$ cat src/design/hsp_pkg.sv
// shared constants and types for the handler status port
package hsp_pkg;
    // width of the second parallel output port
    localparam int HSP_PORT_W = 8;
    // bit positions of the two shared pins inside the second port
    localparam int HSP_BIT_DONE = 6;
    localparam int HSP_BIT_READY = 7;
    // connector pins that carry the shared functions
    localparam int HSP_PIN_DONE = 19;
    localparam int HSP_PIN_READY = 20;
    // negative logic line levels
    localparam logic HSP_LINE_ACTIVE = 1'b0;
    localparam logic HSP_LINE_IDLE = 1'b1;
    // reset values of the logical flags (1 = asserted)
    localparam logic HSP_DONE_RST = 1'b0;
    localparam logic HSP_READY_RST = 1'b0;

    // trigger sequencing states
    typedef enum logic [1:0] {
        HSP_IDLE = 2'b00,
        HSP_ARMED = 2'b01,
        HSP_MEAS = 2'b10,
        HSP_WAIT_PT = 2'b11
    } hsp_state_t;
endpackage

$ cat src/design/hsp_handler_status_port.sv
// second output port, first port top bit and shared status lines
module hsp_handler_status_port #(
    parameter int PORT_W = hsp_pkg::HSP_PORT_W
) (
    // clock and reset
    input wire logic clk_i,
    input wire logic rst_i,
    // port data from the instrument, 1 = asserted
    input wire logic [PORT_W-1:0] port_b_i,
    input wire logic first_output_bit7_i,
    // configuration
    input wire logic done_sel_i,
    input wire logic ready_sel_i,
    input wire logic point_trig_en_i,
    // sequencer events, one-cycle pulses
    input wire logic arm_i,
    input wire logic point_ready_i,
    input wire logic points_done_i,
    input wire logic all_done_i,
    // trigger line from outside, active low
    input wire logic trig_n_i,
    // handler lines, active low
    output logic [PORT_W-1:0] second_output_n_o,
    output logic first_output_bit7_n_o,
    // status back to the instrument
    output logic meas_done_o,
    output logic trig_ready_o,
    output logic trig_taken_o
);
    hsp_pkg::hsp_state_t state_q;
    hsp_pkg::hsp_state_t state_d;
    logic meas_done_q;
    logic meas_done_d;
    logic trig_ready_q;
    logic trig_ready_d;
    logic trig_taken_q;
    logic trig_taken_d;
    logic [2:0] trig_sync_q;
    logic [2:0] trig_sync_d;
    logic trig_lvl_q;
    logic trig_lvl_d;
    logic trig_ev;
    logic [PORT_W-1:0] port_val;
    logic [PORT_W:0] line_val;
    logic [PORT_W:0] line_n;

    // trigger line synchroniser; only stages two and three are compared
    always_comb
    begin
        trig_sync_d = {trig_sync_q[1:0], trig_n_i};
        trig_lvl_d = trig_lvl_q;
        trig_ev = 1'b0;
        if (trig_sync_q[1] == trig_sync_q[2] && trig_sync_q[2] != trig_lvl_q)
        begin
            trig_lvl_d = trig_sync_q[2];
            trig_ev = (trig_sync_q[2] == hsp_pkg::HSP_LINE_ACTIVE);
        end
    end

    always_ff @(posedge clk_i or posedge rst_i)
    begin
        if (rst_i)
        begin
            trig_sync_q <= {3{hsp_pkg::HSP_LINE_IDLE}};
            trig_lvl_q <= hsp_pkg::HSP_LINE_IDLE;
        end
        else
        begin
            trig_sync_q <= trig_sync_d;
            trig_lvl_q <= trig_lvl_d;
        end
    end

    // trigger sequencing; triggers outside armed states are dropped
    always_comb
    begin
        state_d = state_q;
        meas_done_d = meas_done_q;
        trig_taken_d = 1'b0;
        case (state_q)
            hsp_pkg::HSP_IDLE:
            begin
                if (arm_i)
                begin
                    state_d = hsp_pkg::HSP_ARMED;
                end
            end
            hsp_pkg::HSP_ARMED:
            begin
                if (trig_ev)
                begin
                    state_d = hsp_pkg::HSP_MEAS;
                    trig_taken_d = 1'b1;
                    meas_done_d = 1'b0;
                end
            end
            hsp_pkg::HSP_MEAS:
            begin
                if (points_done_i)
                begin
                    state_d = hsp_pkg::HSP_IDLE;
                end
                else if (point_ready_i && point_trig_en_i)
                begin
                    state_d = hsp_pkg::HSP_WAIT_PT;
                end
            end
            hsp_pkg::HSP_WAIT_PT:
            begin
                if (trig_ev)
                begin
                    state_d = hsp_pkg::HSP_MEAS;
                    trig_taken_d = 1'b1;
                end
            end
            default:
            begin
                state_d = hsp_pkg::HSP_IDLE;
            end
        endcase
        // completion set wins over the clear at trigger time
        if (all_done_i)
        begin
            meas_done_d = 1'b1;
        end
        trig_ready_d = (state_d == hsp_pkg::HSP_ARMED) ||
                       (state_d == hsp_pkg::HSP_WAIT_PT);
    end

    always_ff @(posedge clk_i or posedge rst_i)
    begin
        if (rst_i)
        begin
            state_q <= hsp_pkg::HSP_IDLE;
            meas_done_q <= hsp_pkg::HSP_DONE_RST;
            trig_ready_q <= hsp_pkg::HSP_READY_RST;
            trig_taken_q <= 1'b0;
        end
        else
        begin
            state_q <= state_d;
            meas_done_q <= meas_done_d;
            trig_ready_q <= trig_ready_d;
            trig_taken_q <= trig_taken_d;
        end
    end

    // pin sharing: a status function fully hides the port bit
    always_comb
    begin
        port_val = port_b_i;
        if (done_sel_i)
        begin
            port_val[hsp_pkg::HSP_BIT_DONE] = meas_done_q;
        end
        if (ready_sel_i)
        begin
            port_val[hsp_pkg::HSP_BIT_READY] = trig_ready_q;
        end
        line_val = {first_output_bit7_i, port_val};
    end

    // one registered inverting stage for all nine lines
    hsp_pin_drv #(
        .W(PORT_W + 1)
    ) u_lines (
        .clk_i(clk_i),
        .rst_i(rst_i),
        .val_i(line_val),
        .line_n_o(line_n)
    );

    assign second_output_n_o = line_n[PORT_W-1:0];
    assign first_output_bit7_n_o = line_n[PORT_W];
    assign meas_done_o = meas_done_q;
    assign trig_ready_o = trig_ready_q;
    assign trig_taken_o = trig_taken_q;

    // checks on status, pins and sequencing
    a_done_pin_low: assert property (@(posedge clk_i) disable iff (rst_i)
        done_sel_i && meas_done_q |=>
        second_output_n_o[hsp_pkg::HSP_BIT_DONE] == hsp_pkg::HSP_LINE_ACTIVE)
        else $error("done pin not low while done");
    a_ready_pin_low: assert property (@(posedge clk_i) disable iff (rst_i)
        ready_sel_i && trig_ready_q |=>
        second_output_n_o[hsp_pkg::HSP_BIT_READY] == hsp_pkg::HSP_LINE_ACTIVE)
        else $error("ready pin not low while ready");
    a_ready_tracks_state: assert property (@(posedge clk_i) disable iff (rst_i)
        trig_ready_q == (state_q == hsp_pkg::HSP_ARMED ||
                         state_q == hsp_pkg::HSP_WAIT_PT))
        else $error("ready flag disagrees with state");
    a_port_bits_inv: assert property (@(posedge clk_i) disable iff (rst_i)
        1'b1 |=> second_output_n_o[hsp_pkg::HSP_BIT_DONE-1:0] ==
                 ~$past(port_b_i[hsp_pkg::HSP_BIT_DONE-1:0]) &&
                 first_output_bit7_n_o == ~$past(first_output_bit7_i))
        else $error("port lines not inverted data");
    a_bit6_plain: assert property (@(posedge clk_i) disable iff (rst_i)
        !done_sel_i |=> second_output_n_o[hsp_pkg::HSP_BIT_DONE] ==
                        ~$past(port_b_i[hsp_pkg::HSP_BIT_DONE]))
        else $error("bit 6 not passed through");
    a_status_hides_bit: assert property (@(posedge clk_i) disable iff (rst_i)
        ready_sel_i |=> second_output_n_o[hsp_pkg::HSP_BIT_READY] ==
                        ~$past(trig_ready_q))
        else $error("bit 7 leaks through status pin");
    a_first_trig_drop: assert property (@(posedge clk_i) disable iff (rst_i)
        state_q == hsp_pkg::HSP_ARMED && trig_ev |=>
        !trig_ready_q && trig_taken_o ##1 !trig_taken_o)
        else $error("ready not dropped on first trigger");
    a_done_clear: assert property (@(posedge clk_i) disable iff (rst_i)
        state_q == hsp_pkg::HSP_ARMED && trig_ev && !all_done_i |=>
        !meas_done_q)
        else $error("done not cleared at measurement start");
    a_done_set: assert property (@(posedge clk_i) disable iff (rst_i)
        all_done_i |=> meas_done_q)
        else $error("done not set on completion");
    a_next_point: assert property (@(posedge clk_i) disable iff (rst_i)
        state_q == hsp_pkg::HSP_MEAS && point_ready_i && point_trig_en_i &&
        !points_done_i |=> trig_ready_q)
        else $error("ready not back after point");
    a_rearm: assert property (@(posedge clk_i) disable iff (rst_i)
        state_q == hsp_pkg::HSP_IDLE && arm_i |=> trig_ready_q)
        else $error("ready not back on rearm");
endmodule

$ cat src/design/hsp_pin_drv.sv
// registered negative logic output stage for a group of handler lines
module hsp_pin_drv #(
    parameter int W = 8
) (
    // clock and reset
    input wire logic clk_i,
    input wire logic rst_i,
    // logical values, 1 = asserted
    input wire logic [W-1:0] val_i,
    // line levels, low = asserted
    output logic [W-1:0] line_n_o
);
    logic [W-1:0] line_d;

    // inversion to line level; no polarity switch here by design
    always_comb
    begin
        line_d = ~val_i;
    end

    // lines idle high from reset so the handler sees nothing asserted
    always_ff @(posedge clk_i or posedge rst_i)
    begin
        if (rst_i)
        begin
            line_n_o <= {W{hsp_pkg::HSP_LINE_IDLE}};
        end
        else
        begin
            line_n_o <= line_d;
        end
    end
endmodule

$ cat config.mk
export PLATFORM = sky130hd
export DESIGN_NAME = hsp_handler_status_port
export DESIGN_NICKNAME = d
export VERILOG_FILES = /design/src/design/hsp_pkg.sv /design/src/design/hsp_handler_status_port.sv /design/src/design/hsp_pin_drv.sv
export SDC_FILE = /design/constraint.sdc
export NUM_CORES = 1
export LEC_CHECK = 0
export BUFFER_PORTS_ARGS = -buffer_cell sky130_fd_sc_hd__buf_2
export CORE_MARGIN = 2
export CORE_UTILIZATION = 40
export DETAILED_ROUTE_END_ITERATION = 10
export PLACE_DENSITY_LB_ADDON = 0.15
export SLEW_MARGIN = 40
export SYNTH_ARGS = -nofsm -noshare
export SYNTH_HDL_FRONTEND = slang
export SYNTH_SLANG_ARGS = --single-unit
$ cat constraint.sdc
create_clock -name clk_i -period 2.7 [get_ports clk_i]
set_input_delay 0.27 -clock clk_i [delete_from_list [all_inputs] [get_ports clk_i]]
set_output_delay 0.27 -clock clk_i [all_outputs]
set_load 0.02 [all_outputs]
# Word level (Yosys, flattened, before mapping)

Index checks and enable logic that the tools add are counted.

Bits in registers: 18
Bits of input ports: 19
Output and inout bits: 12

Equality and inequality tests: 7
Multiplexer cells: 13
Bitwise logic cells: 2
Reduce and logical (&&, ||, !) cells: 8

Operators with widths:

| kind               | count |
|---|---|
| $not 9->9          | 1 |
| $mux 1             | 8 |
| $mux 2             | 4 |
| $eq 2x2->1 const B | 3 |
| $pmux 2 s3         | 1 |
| $eq 2x1->1 const B | 2 |
| $reduce_bool 2->1  | 2 |
| $logic_and 1x1->1  | 2 |
| $logic_not 2->1    | 1 |
| $reduce_and 2->1   | 1 |
| $reduce_or 2->1    | 1 |
| $eq 1x1->1         | 1 |
| $logic_or 1x1->1   | 1 |
| $ne 1x1->1         | 1 |
| $not 1->1          | 1 |

# Depth between registers and ports, before layout

Depth after elaboration: 7
Gate-level depth with buffers: 2
Depth with buffers taken out: 2

# By module

From an unflattened synthesis, not the netlist that was laid out.

Cell total of the unflattened synthesis: 41
Area, all modules: 583.1 µm²

By module, submodules not included:

| module                  | times used | cells an instance | area each (µm²) | sequential area each (µm²) |
|---|---|---|---|---|
| hsp_handler_status_port | 1          | 22                | 309.0           | 205.2 |
| hsp_pin_drv             | 1          | 19                | 274.0           | 236.5 |

# Least setup slack after synthesis

OpenSTA, ideal clock, no wires.

Path type: register to register
Start: register trig_sync_q[1]
End: register state_q[1]
Library setup time: 119 ps
Arrival: 892 ps
Setup slack: 1689 ps
Stages on the path, launching flop included: 3
Period minus slack after synthesis: 1011 ps
Cells stage by stage: dfstp_2 > and4bb_2 > a2bb2oi_2

Cells in the longest elaborated chain, start to end: 5

RTL lines:

| what                     | RTL line                                                      | source |
|---|---|---|
| start: declaration       | hsp_handler_status_port.sv:38                                 | `logic [2:0] trig_sync_q;` |
| start signal: assignment | hsp_handler_status_port.sv:64                                 | `trig_sync_q <= {3{hsp_pkg::HSP_LINE_IDLE}};` |
| start signal: assignment | hsp_handler_status_port.sv:69                                 | `trig_sync_q <= trig_sync_d;` |
| $eq 1x1->1               | hsp_handler_status_port.sv:53                                 | `if (trig_sync_q[1] == trig_sync_q[2] && trig_sync_q[2] != trig_lvl_q)` |
| $logic_and 1x1->1        | hsp_handler_status_port.sv:53                                 |  |
| $mux 1                   | hsp_handler_status_port.sv:53                                 |  |
| $mux 2                   | hsp_handler_status_port.sv:90, hsp_handler_status_port.sv:110 |  |
| $pmux 2 s3               | hsp_handler_status_port.sv:80                                 | `case (state_q)` |
| net state_d[1]           | hsp_handler_status_port.sv:31                                 | `hsp_pkg::hsp_state_t state_d;` |
| end signal: assignment   | hsp_handler_status_port.sv:134                                | `state_q <= hsp_pkg::HSP_IDLE;` |
| end signal: assignment   | hsp_handler_status_port.sv:141                                | `state_q <= state_d;` |
| end: declaration         | hsp_handler_status_port.sv:30                                 | `hsp_pkg::hsp_state_t state_q;` |

The timed path passes the listed nets, and every way through them passes these cells.
A chain may end at the register's enable or synchronous reset.

# Worst setup path after layout

Start: register u_lines.line_n_o[2]
End: output port second_output_n_o[2]

RTL lines:

| what                     | RTL line                      | source |
|---|---|---|
| start: declaration       | hsp_pin_drv.sv:11             | `output logic [W-1:0] line_n_o` |
| start signal: assignment | hsp_pin_drv.sv:26             | `line_n_o <= {W{hsp_pkg::HSP_LINE_IDLE}};` |
| start signal: assignment | hsp_pin_drv.sv:30             | `line_n_o <= line_d;` |
| end: declaration         | hsp_handler_status_port.sv:23 | `output logic [PORT_W-1:0] second_output_n_o,` |

No word-level cell between the ends.

==> results_dict.tcl <==
set metrics [dict create \
    htree_levels 1 \
    period_minus_slack_ps 1230 \
    cts_sinks 17 \
    cts_setup_buffers 0 \
    ys_warn_count 0 \
    setup_viol 0 \
    grt_pass1_vias 346 \
    ys_ff_latch 17 \
    cpMaxStageDelayCell "dfstp_2" \
    dr.pass1.iters 2 \
    r2r_setup_slack_ps 1650 \
    drive_gt1_share_pct 67.6 \
    endpoint "second_output_n_o[2]" \
    clockBufferDepth 2 \
    vias 367 \
    busiest_layer "met2" \
    p_total_w 0.000535 \
    worst_slew_pin_slew_ps 597 \
    layout.nets 91 \
    cp_num_buf_inv 1 \
    die_area_mm2 0.00173 \
    ys_top_cells_by_count "13 x dfstp_2, 9 x inv_1, 4 x dfrtp_1, 2 x mux2i_1, 2 x nor2_1" \
    regArea_um2 442 \
    die_y_um 41.6 \
    antenna_found_initial 0 \
    core_mm2 0.00132 \
    n_antenna_cell 0 \
    initial_utilization_pct 43.0 \
    synth_top_area_share_pct 60.3 \
    use_met1_pct 13.3 \
    grt_util_met3_pct 5.22 \
    cts_buffers 3 \
    ys.flop_type "dfstp_2" \
    yosysSeqAreaShare_pct 77.9 \
    synth_edf_count 0 \
    fmax_mhz 814 \
    drc 0 \
    io_buffers 30 \
    r2r-start "trig_sync_q[1]$_DFF_PP1_" \
    multi_input_area_um2 91.3 \
    cts_tree "done" \
    start_kind "flop" \
    power.leakage_nw 0.397 \
    gp_congestion 0.644 \
    path_cells "buf_2" \
    clk_latency_ps 280 \
    synthArstFlopShare_pct 100 \
    fin_skew_ps 7.08 \
    synth_area_leader_cell "dfstp_2" \
    wl_per_cell_um 10.1 \
    drt_iter0_markers 2 \
    cp_num_cells 1 \
    endpoint_kind "output port" \
    grt_overflow 0 \
    area_growth_pct 34.4 \
    rsz0062_at_grt "false" \
    num_rows 13 \
    cpPeakStageDelay_ps 530 \
    met2_usage_pct 17.8 \
    detail-route-antenna-nets 0 \
    dp_slack_ps 1660 \
    startpoint "u_lines.line_n_o[2]$_DFF_PP1_" \
    synth.distinct_cells 12 \
    hold_violations 0 \
    avgSynthCellArea_um2 15.3 \
    r2r_end "state_q[1]$_DFF_PP0_" \
    crit_path_max_fanout 1 \
    syn_inst 37 \
    via_per_inst 4.27 \
    wl_um 871 \
    relSlewSlack_pct 60.1 \
    period_share_pct 45.5 \
    die_x_um 41.6 \
    max_cap_viol_count 0 \
    cts-root-buf "clkbuf_4" \
    grt_pass1_wl_um 1410 \
    hp-class "primary input to asynchronous set/reset pin" \
    powerDensity_mw_per_mm2 702 \
    setup.worst_path.class "flop to output port" \
    reg2reg_depth 2 \
    status "completed" \
    post-synth-top-count-cell "dfstp_2" \
    worst_slack_ps 1470 \
    vdd_drop_max_mv 0.386 \
    syn_area_um2 567 \
    io_pins 31 \
    fin_tns_setup_ps 0 \
    path_clk_slew_ps 90 \
    dp_hpwl_um 668 \
    synthTopCellsByArea "dfstp_2 60%, dfrtp_1 18%, inv_1 6.0%, mux2i_1 3.5%, a2bb2oi_2 2.6%" \
    postCtsResizedCells 0 \
    synthesis.nets 56 \
    grt_usage_pct 11.2 \
    cts_hold_buf 0 \
    arrival_ps 960 \
    grt_max_degree 18 \
    maxSlewViolCount 0 \
    fillers 118 \
    path_delay_family "flip-flops" \
    cp.required_ps 2430 \
]
report_power, final:
| group | leakage (nW) | internal, W | total [W] | switching, W |
|---|---|---|---|---|
| sequential | 0.182 | 0.000294 | 0.000311 | 0.0000171 |
| combinational | 0.200 | 0.0000441 | 0.0000950 | 0.0000510 |
| clock | 0.0150 | 0.0000573 | 0.000129 | 0.0000718 |
registers in the layout, indices dropped and copies added (netlist names):
| register | count |
|---|---|
| meas_done_o | 1 |
| trig_lvl_q | 1 |
| state_q | 2 |
| trig_sync_q | 3 |
| trig_taken_o | 1 |
| u_lines.line_n_o | 9 |
cell families (layout without fill, tap and decap cells):
family,Yosys count,in the layout,share of synthesized area (%)
AOI/OAI and AO/OA,3,3,4.63
adders and majority gates,1,1,1.77
buffers and inverters,9,43,5.96
DFF,17,17,77.9
muxes,2,2,3.53
and+or+nand+nor,5,5,6.18
cells in the final DEF, fill, tap and decap left out, drive strengths merged:
cell type	count
buf	30
dfstp	13
inv	9
dfrtp	4
clkbuf	4
mux2i	2
nor2	2
nand4b	1
nand2b	1
and4bb	1
a31oi	1
a2bb2oi	1
a21oi	1
maj3	1
metal layers:
metal	vias to the layer above	routed length, um
met5	-	0
met3	0	72
li1	182	-
met2	18	421
met4	0	0
met1	167	377
metrics by stage:
stage	area, um2	hold slack, ps	cells	util, %
floorplan	567	187	37	-
global placement	736	348	82	55.8
detailed placement	736	347	82	55.8
CTS	762	48.7	86	57.8
global route	762	70.9	86	57.8
finish	762	36.9	86	57.8
how the worst min path moves through the flow:
stage                                          endpoint  cells past startpoint                     start  slack [ps]
after global routing      u_lines.line_n_o[2]$_DFF_PP1_                      2               port_b_i[2]          70
final                              state_q[0]$_DFF_PP0_                      2                     rst_i          40
after global placement         trig_sync_q[1]$_DFF_PP1_                      0  trig_sync_q[0]$_DFF_PP1_         350
after detailed placement       trig_sync_q[1]$_DFF_PP1_                      0  trig_sync_q[0]$_DFF_PP1_         350
after CTS                          state_q[0]$_DFF_PP0_                      2                     rst_i          50
after floorplan                 meas_done_o$_DFFE_PP0P_                      1                     rst_i         190
area by class of cell:
| type | instances | share of cell area (%) |
|---|---|---|
| Clock buffer | 4 | 3.45 |
| Tap cell | 15 | 2.46 |
| Inverter | 9 | 4.43 |
| Multi-Input combinational cell | 11 | 12.0 |
| Sequential cell | 17 | 58.0 |
| Timing Repair Buffer | 30 | 19.7 |
Power figures use the tool's default switching activity.
